===== config.mk =====
export PLATFORM = sky130hd
export DESIGN_NAME = duh_host_port
export DESIGN_NICKNAME = d
export VERILOG_FILES = /design/src/hdl/duh_pkg.sv /design/src/hdl/duh_timer_if.sv /design/src/hdl/duh_phase_timer.sv /design/src/hdl/duh_host_port.sv
export SDC_FILE = /design/constraint.sdc
export NUM_CORES = 1
export LEC_CHECK = 0
export BUFFER_PORTS_ARGS = -buffer_cell sky130_fd_sc_hd__buf_4
export CAP_MARGIN = 20
export CORE_MARGIN = 2
export CORE_UTILIZATION = 54
export DETAILED_ROUTE_END_ITERATION = 6
export MAX_ROUTING_LAYER = met4
export PLACE_DENSITY = 0.82
export SYNTH_ARGS = -nofsm -noshare
export SYNTH_HDL_FRONTEND = slang
export SYNTH_SLANG_ARGS = --single-unit

===== constraint.sdc =====
create_clock -name clk_sys_i -period 4.6 [get_ports clk_sys_i]
set_clock_uncertainty 0.1 [all_clocks]
set_input_delay 0.23 -clock clk_sys_i [delete_from_list [all_inputs] [get_ports clk_sys_i]]
set_output_delay 0.23 -clock clk_sys_i [all_outputs]
set_load 0.005 [all_outputs]

===== src/hdl/duh_pkg.sv =====
// Purpose: Shared constants and types for the dual UART host bus port controller
// Assumes: 10 MHz system clock, synchronous active-high reset
// Notes:   Bus phase lengths are counted in system clock cycles
package duh_pkg;

  localparam int unsigned CLK_PERIOD_NS = 100;

  // Bus phase times in ns
  localparam int unsigned T_SETUP_NS  = 100;
  localparam int unsigned T_STROBE_NS = 300;
  localparam int unsigned T_HOLD_NS   = 100;

  // Least times round up to whole cycles, never below one
  localparam int unsigned T_SETUP_CYC  = (T_SETUP_NS + CLK_PERIOD_NS - 1) / CLK_PERIOD_NS;
  localparam int unsigned T_STROBE_CYC = (T_STROBE_NS + CLK_PERIOD_NS - 1) / CLK_PERIOD_NS;
  localparam int unsigned T_HOLD_CYC   = (T_HOLD_NS + CLK_PERIOD_NS - 1) / CLK_PERIOD_NS;

  localparam int unsigned CNT_W = 4;

  // Modem control register position and its drive-mode bit
  localparam logic [2:0] MODEM_CTRL_ADDR = 3'h4;
  localparam int unsigned MCR_IRQ_EN_BIT = 3;

  // Values after reset
  localparam logic [7:0] DATA_RST = 8'h00;
  localparam logic [2:0] ADDR_RST = 3'h0;

  typedef enum logic
  {
    DUH_CHAN_A,
    DUH_CHAN_B
  } duh_chan_e;

endpackage : duh_pkg


===== src/hdl/duh_timer_if.sv =====
// Purpose: Carrier between bus sequencer and its phase timer
// Assumes: One clock domain
// Notes:   load starts a count of len cycles; done pulses at its end
interface duh_timer_if;
  logic                       load;
  logic [duh_pkg::CNT_W-1:0]  len;
  logic                       done;

  modport master (output load, output len, input done);
  modport timer  (input load, input len, output done);
endinterface : duh_timer_if


===== src/hdl/duh_phase_timer.sv =====
// Purpose: Counts one bus phase and pulses done at its end
// Assumes: len is at least one
// Notes:   A new load restarts the count
module duh_phase_timer
  import duh_pkg::*;
(
  // Clock and reset
  input  wire logic   clk_sys_i,
  input  wire logic   srst_i,
  // Control
  duh_timer_if.timer  tmr
);

  logic [CNT_W-1:0] count;
  logic             running;

  always_ff @(posedge clk_sys_i)
  begin
    if (srst_i)
    begin
      count   <= '0;
      running <= 1'b0;
      tmr.done <= 1'b0;
    end
    else
    begin
      tmr.done <= 1'b0;
      if (tmr.load)
      begin
        count   <= tmr.len - CNT_W'(1);
        running <= 1'b1;
      end
      else if (running)
      begin
        if (count == '0)
        begin
          running  <= 1'b0;
          tmr.done <= 1'b1;
        end
        else
        begin
          count <= count - CNT_W'(1);
        end
      end
    end
  end

endmodule : duh_phase_timer


===== src/hdl/duh_host_port.sv =====
// Purpose: Host-side controller that runs register reads and writes on a dual UART parallel port
// Assumes: Device pins are asynchronous; inputs from the device pass two flip-flops
// Notes:   One request at a time; the interrupt pins are watched as three-state lines, trusted only while out2 is low
module duh_host_port
  import duh_pkg::*;
(
  // Clock and reset
  input  wire logic        clk_sys_i,
  input  wire logic        srst_i,
  // User request
  input  wire logic        req_valid_i,
  input  wire logic        req_write_i,
  input  wire duh_pkg::duh_chan_e req_chan_i,
  input  wire logic [2:0]  req_addr_i,
  input  wire logic [7:0]  req_wdata_i,
  output logic             req_ready_o,
  output logic             rsp_valid_o,
  output logic [7:0]       rsp_rdata_o,
  // Device bus pins
  output logic [2:0]       addr_o,
  input  wire logic [7:0]  data_i,
  output logic [7:0]       data_o,
  output logic             data_oe_n_o,
  output logic             read_strobe_n_o,
  output logic             write_strobe_n_o,
  output logic             chan_a_select_n_o,
  output logic             chan_b_select_n_o,
  // Device status pins
  input  wire logic        chan_a_irq_i,
  input  wire logic        chan_b_irq_i,
  input  wire logic        chan_a_gp_out2_n_i,
  input  wire logic        chan_b_gp_out2_n_i,
  input  wire logic        chan_a_tx_ready_n_i,
  input  wire logic        chan_a_rx_ready_n_i,
  input  wire logic        chan_b_tx_ready_n_i,
  // Synchronised status to user
  output logic             chan_a_irq_o,
  output logic             chan_b_irq_o,
  output logic             chan_a_irq_mode_o,
  output logic             chan_b_irq_mode_o,
  output logic             chan_a_tx_ready_o,
  output logic             chan_a_rx_ready_o,
  output logic             chan_b_tx_ready_o
);

// How it works
// - Drive three-bit register address each transaction
// - Host samples read byte at strobe rise
// - Hold write data until write strobe rises
// - Channel A reached only with its select low
// - Channel B reached only with its select low
// - Never treat out2 as plain output

  typedef enum logic [1:0]
  {
    ST_IDLE,
    ST_SETUP,
    ST_STROBE,
    ST_HOLD
  } duh_state_e;

  duh_state_e  state;
  logic        is_write;
  logic [7:0]  data_in_s1;
  logic [7:0]  data_in_s2;
  logic [6:0]  stat_s1;
  logic [6:0]  stat_s2;

  duh_timer_if tmr ();

  duh_phase_timer u_timer
  (
    .clk_sys_i (clk_sys_i),
    .srst_i    (srst_i),
    .tmr       (tmr)
  );

  // Sequencer: setup, strobe low, hold with strobes high
  always_ff @(posedge clk_sys_i)
  begin
    if (srst_i)
    begin
      state <= ST_IDLE;
    end
    else
    begin
      case (state)
        ST_IDLE:
        begin
          if (req_valid_i)
          begin
            state <= ST_SETUP;
          end
        end
        ST_SETUP:
        begin
          if (tmr.done)
          begin
            state <= ST_STROBE;
          end
        end
        ST_STROBE:
        begin
          if (tmr.done)
          begin
            state <= ST_HOLD;
          end
        end
        ST_HOLD:
        begin
          if (tmr.done)
          begin
            state <= ST_IDLE;
          end
        end
        default:
        begin
          state <= ST_IDLE;
        end
      endcase
    end
  end

  always_comb
  begin
    tmr.load = 1'b0;
    tmr.len  = CNT_W'(T_SETUP_CYC);
    if (state == ST_IDLE && req_valid_i)
    begin
      tmr.load = 1'b1;
    end
    else if (state == ST_SETUP && tmr.done)
    begin
      tmr.load = 1'b1;
      tmr.len  = CNT_W'(T_STROBE_CYC);
    end
    else if (state == ST_STROBE && tmr.done)
    begin
      tmr.load = 1'b1;
      tmr.len  = CNT_W'(T_HOLD_CYC);
    end
  end

  // Address, select and write data held for the whole transaction
  always_ff @(posedge clk_sys_i)
  begin
    if (srst_i)
    begin
      addr_o            <= ADDR_RST;
      data_o            <= DATA_RST;
      is_write          <= 1'b0;
      chan_a_select_n_o <= 1'b1;
      chan_b_select_n_o <= 1'b1;
    end
    else if (state == ST_IDLE && req_valid_i)
    begin
      addr_o            <= req_addr_i;
      data_o            <= req_wdata_i;
      is_write          <= req_write_i;
      chan_a_select_n_o <= (req_chan_i != DUH_CHAN_A);
      chan_b_select_n_o <= (req_chan_i != DUH_CHAN_B);
    end
    else if (state == ST_HOLD && tmr.done)
    begin
      chan_a_select_n_o <= 1'b1;
      chan_b_select_n_o <= 1'b1;
    end
  end

  // Strobes; only one of them can ever be low
  always_ff @(posedge clk_sys_i)
  begin
    if (srst_i)
    begin
      read_strobe_n_o  <= 1'b1;
      write_strobe_n_o <= 1'b1;
    end
    else if (state == ST_SETUP && tmr.done)
    begin
      read_strobe_n_o  <= is_write;
      write_strobe_n_o <= !is_write;
    end
    else if (state == ST_STROBE && tmr.done)
    begin
      read_strobe_n_o  <= 1'b1;
      write_strobe_n_o <= 1'b1;
    end
  end

  // Host drives data from setup through hold of a write only
  always_ff @(posedge clk_sys_i)
  begin
    if (srst_i)
    begin
      data_oe_n_o <= 1'b1;
    end
    else if (state == ST_IDLE && req_valid_i)
    begin
      data_oe_n_o <= !req_write_i;
    end
    else if (state == ST_HOLD && tmr.done)
    begin
      data_oe_n_o <= 1'b1;
    end
  end

  // Two-flop sync of device pins; the second stage is the only reader of the first
  always_ff @(posedge clk_sys_i)
  begin
    if (srst_i)
    begin
      data_in_s1 <= DATA_RST;
      data_in_s2 <= DATA_RST;
      stat_s1    <= 7'h7e;
      stat_s2    <= 7'h7e;
    end
    else
    begin
      data_in_s1 <= data_i;
      data_in_s2 <= data_in_s1;
      stat_s1    <= {chan_b_tx_ready_n_i, chan_a_rx_ready_n_i, chan_a_tx_ready_n_i,
                     chan_b_gp_out2_n_i, chan_a_gp_out2_n_i, chan_b_irq_i, chan_a_irq_i};
      stat_s2    <= stat_s1;
    end
  end

  // Read byte is taken as the strobe rises; the sync delay is covered by the strobe width
  always_ff @(posedge clk_sys_i)
  begin
    if (srst_i)
    begin
      rsp_rdata_o <= DATA_RST;
    end
    else if (state == ST_STROBE && tmr.done && !is_write)
    begin
      rsp_rdata_o <= data_in_s2;
    end
  end

  always_ff @(posedge clk_sys_i)
  begin
    if (srst_i)
    begin
      rsp_valid_o <= 1'b0;
      req_ready_o <= 1'b0;
    end
    else
    begin
      rsp_valid_o <= (state == ST_HOLD) && tmr.done;
      req_ready_o <= (state == ST_IDLE) && !req_valid_i
                     || (state == ST_HOLD) && tmr.done;
    end
  end

  // Interrupt mode is seen on out2: low means the interrupt pin is driven.
  // Out2 is only read here, never reused as a plain output.
  always_ff @(posedge clk_sys_i)
  begin
    if (srst_i)
    begin
      chan_a_irq_o      <= 1'b0;
      chan_b_irq_o      <= 1'b0;
      chan_a_irq_mode_o <= 1'b0;
      chan_b_irq_mode_o <= 1'b0;
      chan_a_tx_ready_o <= 1'b0;
      chan_a_rx_ready_o <= 1'b0;
      chan_b_tx_ready_o <= 1'b0;
    end
    else
    begin
      chan_a_irq_mode_o <= !stat_s2[2];
      chan_b_irq_mode_o <= !stat_s2[3];
      chan_a_irq_o      <= !stat_s2[2] && stat_s2[0];
      chan_b_irq_o      <= !stat_s2[3] && stat_s2[1];
      chan_a_tx_ready_o <= !stat_s2[4];
      chan_a_rx_ready_o <= !stat_s2[5];
      chan_b_tx_ready_o <= !stat_s2[6];
    end
  end

  AST_ONE_SELECT: assert property (@(posedge clk_sys_i) disable iff (srst_i)
    !(!chan_a_select_n_o && !chan_b_select_n_o))
    else $error("both channel selects low");

  AST_STROBES_EXCL: assert property (@(posedge clk_sys_i) disable iff (srst_i)
    !(!read_strobe_n_o && !write_strobe_n_o))
    else $error("both strobes low");

  AST_STROBE_NEEDS_SELECT: assert property (@(posedge clk_sys_i) disable iff (srst_i)
    (!read_strobe_n_o || !write_strobe_n_o) |-> (!chan_a_select_n_o || !chan_b_select_n_o))
    else $error("strobe without a select");

  AST_READ_NO_DRIVE: assert property (@(posedge clk_sys_i) disable iff (srst_i)
    !read_strobe_n_o |-> data_oe_n_o)
    else $error("host drives bus during read");

  AST_WRITE_HOLD: assert property (@(posedge clk_sys_i) disable iff (srst_i)
    $rose(write_strobe_n_o) |-> !data_oe_n_o && $stable(data_o))
    else $error("write data gone at strobe rise");

  // Strobe stands one cycle longer than its count, as the sequencer acts on the registered done
  AST_STROBE_WIDTH: assert property (@(posedge clk_sys_i) disable iff (srst_i)
    $fell(read_strobe_n_o) |-> !read_strobe_n_o [*4] ##1 read_strobe_n_o)
    else $error("read strobe width wrong");

  AST_ADDR_STABLE: assert property (@(posedge clk_sys_i) disable iff (srst_i)
    (!read_strobe_n_o || !write_strobe_n_o) |-> $stable(addr_o))
    else $error("address moved under strobe");

  AST_WRITE_START: assert property (@(posedge clk_sys_i) disable iff (srst_i)
    $fell(write_strobe_n_o) |-> $past(state) == ST_SETUP && is_write)
    else $error("write strobe without write request");

  AST_READ_RSP: assert property (@(posedge clk_sys_i) disable iff (srst_i)
    $rose(read_strobe_n_o) |-> ##[1:2] rsp_valid_o)
    else $error("read answer late");

  // Mode output trails the out2 pin by the two sync stages and its own register
  AST_IRQ_MODE: assert property (@(posedge clk_sys_i) disable iff (srst_i)
    chan_a_irq_mode_o == !$past(chan_a_gp_out2_n_i, 3))
    else $error("irq mode does not follow out2");

  COV_READ_A: cover property (@(posedge clk_sys_i) !read_strobe_n_o && !chan_a_select_n_o);
  COV_WRITE_B: cover property (@(posedge clk_sys_i) !write_strobe_n_o && !chan_b_select_n_o);
  COV_IRQ_A: cover property (@(posedge clk_sys_i) chan_a_irq_o);

endmodule : duh_host_port


# Yosys cells after proc, flatten, opt, wreduce, memory -nomap -nowiden
# Index checks and enable logic that the tools add are counted.
# Widths: inputs -> output; s select.
op_classes:
  n_addsub: 2
  n_eq_ne: 8
  n_mux: 24
  bitwise_logic: 2
  n_reduce_logical: 25
ops:
  columns: ["op", "n"]
  rows:
  - ["$mux 1", 14]
  - ["$mux 2", 6]
  - ["$mux 4", 3]
  - ["$logic_and 1x1->1", 8]
  - ["$logic_not 1->1", 8]
  - ["$pmux 2 s4", 1]
  - ["$ne 2x1->1 const B", 3]
  - ["$reduce_bool 2->1", 3]
  - ["$eq 2x2->1 const B", 2]
  - ["$logic_not 4->1", 1]
  - ["$ne 2x2->1 const B", 2]
  - ["$reduce_and 4->1", 1]
  - ["$sub 4x1->4 const B", 1]
  - ["$reduce_or 3->1", 1]
  - ["$sub 2x1->3 const B", 1]
  - ["$eq 2x1->1 const B", 1]
  - ["$logic_not 2->1", 1]
  - ["$not 1->1", 2]
  - ["$reduce_and 2->1", 1]
  - ["$logic_or 1x1->1", 1]
totals:
  reg_bits: 72
  output_inout_bits: 33
  word_cells: 87

# Logic depth before layout (Yosys ltp)
logic_depth:
  word_depth: 7
  depth_mapped: 6

# Hierarchy
# Synthesis repeated with hierarchy kept, for this count alone.
unflattened:
  hier_cells: 239
  hier_area_um2: 2442.3
by_module_without_submodules:
  columns: ["module", "n_inst", "cells_per_inst", "area_each_um2"]
  rows:
  - ["duh_host_port", 1, 205, 2119.5]
  - ["duh_phase_timer", 1, 34, 322.8]

# Worst setup path before layout
# No wires, ideal clock.
synth_path:
  path_kind: "register -> register"
  from: "reg u_timer.count[0]"
  to: "reg u_timer.count[1]"
  setup_time_ps: 72
  arrival_time_ps: 1369
  required_time_ps: 4428
  setup_slack_ps: 3060
  path_stages_with_launch: 6
  synth_period_minus_slack_ps: 1540
  path_cell_list: "dfxtp_1 -> inv_1 -> ha_1 -> or3b_2 -> a21oi_1 -> mux2i_1"
synth_via:
  elab_chain_cells: 4
synth_rtl:
  columns: ["item", "line_no", "text"]
  rows:
  - ["start, declared", "duh_phase_timer.sv:14", "logic [CNT_W-1:0] count;"]
  - ["start signal, assigned", "duh_phase_timer.sv:30", "count <= tmr.len - CNT_W'(1);"]
  - ["start signal, assigned", "duh_phase_timer.sv:42", "count <= count - CNT_W'(1);"]
  - ["$sub 4x1->4", "duh_phase_timer.sv:42", null]
  - ["$mux 4", "duh_phase_timer.sv:35", "if (count == '0)"]
  - ["$mux 4", "duh_phase_timer.sv:33", "else if (running)"]
  - ["$mux 4", "duh_phase_timer.sv:28", "if (tmr.load)"]
# Parallel ways exist; a longest one is shown, timed or not. The select of a mux whose other input is x is not followed.
# A chain may end at the register's enable or synchronous reset.

# Worst setup path in the final report
# Ends and elaborated chain as after synthesis.

==> flow_metrics.env <==
export IMPL_vias=1760
export IMPL_yosysUniqueCellTypes=32
export IMPL_drt_iter0_markers=65
export IMPL_coreArea_sq_mm=0.00409
export IMPL_stdcell_count=362
export IMPL_setup_worst_path_end="u_timer.count[1]"
export IMPL_ant_nets=0
export IMPL_overflow=0
export IMPL_reg2reg_setup_slack_ns=2.87
export IMPL_synth_area_per_cell_sq_um=10.0
export IMPL_drt_wl_total_um=4590
export IMPL_path_max_fanout=3
export IMPL_power_density_mw_per_mm2=488
export IMPL_syn_cell_area_sq_mm=0.00235
export IMPL_synth_fp_nets=270
export IMPL_status="finished clean"
export IMPL_cts_htree_levels=3
export IMPL_setup_viol=0
export IMPL_place_inst=336
export IMPL_area_growth_syn_to_layout_pct=36.0
export IMPL_path_delay_family="simple AND/OR/NAND/NOR gates"
export IMPL_antenna_cells=0
export IMPL_cts_buffer_depth=2
export IMPL_worstReg2RegStart="u_timer.count[0]"
export IMPL_synth_top_cell_area_share_pct=61.4
export IMPL_worstPathRequired_ns=4.76
export IMPL_period_share_pct=37.6
export IMPL_tightest_slew_ns=0.546
export IMPL_crit_type="register to register"
export IMPL_start_util_pct=57.5
export IMPL_io_pins=64
export IMPL_fin_crit_ns=1.73
export IMPL_die_area_sq_mm=0.00489
export IMPL_synth_area_leaders="dfxtp_1 (61%), nand2_1 (5.0%), nor2b_1 (4.8%)"
export IMPL_fmax_mhz=578
export IMPL_maxSlewViolCount=0
export IMPL_slew_headroom_pct=63.6
export IMPL_root_buffer="clkbuf_8"
export IMPL_yosysSeqAreaShare_pct=61.4
export IMPL_hp_class="input port to register"
export IMPL_cts_tree="built"
export IMPL_critPathArrivalTime_ns=1.89
export IMPL_syn_inst=234
export IMPL_grt_max_degree=62
export IMPL_grt_pass1_vias=1719
export IMPL_ff2ff_path_depth=5
export IMPL_crit_chain="inv_1 -> ha_1 -> or3b_2 -> a21oi_1 -> mux2i_1"
export IMPL_cts_sinks=72
export IMPL_cts_setup_buffers=0
export IMPL_die_x_um=69.9
export IMPL_dr_pass1_iters=5
export IMPL_fin_nets=343
export IMPL_cp_start_kind="register"
export IMPL_grtUsageTotal_pct=19.8
export IMPL_slowest_stage="or3b_2"
export IMPL_switching_power_uw=378
export IMPL_rsz0062_at_grt="false"
export IMPL_r2r_end="u_timer.count[1]"
export IMPL_clk_pin_slew_ns=0.07
export IMPL_crit_start="u_timer.count[0]"
export IMPL_synth_warnings=0
export IMPL_swShare_pct=24.2
export IMPL_clkPwrFrac_pct=38.8
export IMPL_power_frac_comb_pct=16.0
export IMPL_cts_repair_resized=0
export IMPL_via_per_inst=4.86
export IMPL_hold_ws_ns=0.0101
export IMPL_power_frac_seq_pct=45.2
export IMPL_path_buf_inv=1
export IMPL_synth_largest_area_cell="dfxtp_1"
export IMPL_cts_inserted_buffers=9
export IMPL_antenna_found_initial=0
export IMPL_wl_per_cell_um=12.7
export IMPL_cp_depth=5
export IMPL_ys_ff_latch=72
export IMPL_endpoint_kind="register"
export IMPL_drive_gt1_share_pct=29.5
export IMPL_placementRows=23
export IMPL_leakagePower_uw=0.00145
export IMPL_peakVddDrop_v=0.000406
export IMPL_hold_viol_final=0
export IMPL_drcViolationCount=0
export IMPL_setup_tns_ns=0
export IMPL_portBuffers=63
export IMPL_clk_latency_ns=0.34
export IMPL_p_int_uw=1180
export IMPL_gp_congestion=0.769
export IMPL_cap_violations=0
export IMPL_cp_slowest_stage_delay_ns=0.49
export IMPL_grt_pass1_wl_um=7360
export IMPL_dieHeight_um=69.9
==> Yosys cell counts <==
| master | count |
|---|---|
| and3_1 | 2 |
| buf_1 | 2 |
| or3b_2 | 1 |
| nor3b_1 | 1 |
| o211a_1 | 1 |
| a21oi_1 | 19 |
| o21ai_0 | 6 |
| nand3b_1 | 1 |
| nand2_1 | 31 |
| a22o_1 | 1 |
| inv_1 | 6 |
| or4_1 | 1 |
| or3_1 | 1 |
| nand3_1 | 1 |
| o2bb2ai_1 | 1 |
| o211ai_1 | 1 |
| nand2b_1 | 2 |
| o22ai_1 | 2 |
| and2_1 | 4 |
| nor3_1 | 2 |
| dfxtp_1 | 72 |
| xor2_1 | 1 |
| nor2b_1 | 18 |
| or2_2 | 12 |
| buf_2 | 3 |
| o21a_1 | 2 |
| nor2_1 | 18 |
| mux2i_1 | 9 |
| o31ai_1 | 1 |
| clkbuf_1 | 6 |
| ha_1 | 5 |
| o2111ai_1 | 1 |
==> cells in the final DEF, fill, tap and decap left out, types with 2 or more instances in the layout <==
master and n:
a21oi_1 19, and2_1 4, and3_1 2, buf_4 63, bufinv_16 3, clkbuf_8 11
dfxtp_1 72, dlygate4sd3_1 10, ha_1 5, inv_1 6, mux2i_1 9, nand2_1 31
nand2b_1 2, nor2_1 18, nor2b_1 18, nor3_1 2, o21a_1 2, o21ai_0 6
o22ai_1 2, or2_2 12
==> worst register-to-register path, cell delays in order, from the launching register on <==
cell and delay (ns):
dfxtp_1 0.31, inv_1 0.08, ha_1 0.20, or3b_2 0.49, a21oi_1 0.25, mux2i_1 0.23
==> flip-flops by register name, summed over array words and instances (netlist names), 2 cells and up <==
name / count
rsp_rdata_o: 8
addr_o: 3
data_in_s1: 8
u_timer.count: 4
stat_s2: 7
state: 2
stat_s1: 7
data_in_s2: 8
data_o: 8
==> logic make-up (layout without fill, tap and decap cells) <==
logic type	after synthesis	count (layout)	synth area share, %
xor gates and xnor gates	1	1	0.373
buffers and inverters	17	95	2.88
and+or+nand+nor	95	95	20.2
AOI/OAI and AO/OA	35	35	8.68
muxes	9	9	3.84
adders and majority gates	5	5	2.66
DFF	72	72	61.4
==> worst min-delay path by stage <==
stage                       from                 to  cells past startpoint
finish                 data_i[2]      data_in_s1[2]                      2
global route           data_i[2]      data_in_s1[2]                      2
floorplan           chan_b_irq_i         stat_s1[1]                      1
global placement      stat_s2[5]  chan_a_rx_ready_o                      1
CTS                    data_i[1]      data_in_s1[1]                      2
detailed placement    stat_s2[5]  chan_a_rx_ready_o                      1
==> metal layers <==
metal | global-route usage (%) | routed length, um | vias to the layer above | part of all wire, %
met4 | 6.62 | 55 | 0 | 1.2
met1 | 19.2 | 1880 | 802 | 41
met5 | - | 0 | - | 0
met2 | 35.0 | 2420 | 43 | 53
li1 | - | - | 907 | -
met3 | 8.66 | 241 | 8 | 5.3
==> what timing repair did <==
item,CTS,global route
endpoints found under the hold margin,8,2
setup endpoints to repair,0,0
hold buffers,8,2
==> final cells by class <==
cell class	count	area, sq um
Multi-Input combinational cell	145	840
Clock inverter	5	103
Tap cell	50	62.6
Timing Repair Buffer	73	573
Inverter	6	22.5
Sequential cell	72	1440
Fill cell	278	893
Clock buffer	11	151
==> through the flow <==
stage | util [%] | total power [uW] | worst slack (ns) | area, sq um
after CTS | 77.6 | 1570 | 2.85 | 3170
after detailed placement | 69.5 | 957 | 2.93 | 2840
after floorplan | - | 864 | 3.06 | 2350
after global placement | 69.5 | 945 | 2.98 | 2840
after global routing | 78.1 | 1630 | 2.78 | 3190
final | 78.1 | 1560 | 2.87 | 3190
==> power groups by stage <==
stage,clock network (uW),registers [uW],logic [uW]
final,605,705,249
after global routing,642,710,279
after CTS,615,705,249
after detailed placement,0,718,239
after global placement,0,714,231
after floorplan,0,713,151
(Power assumes the default switching activity.)
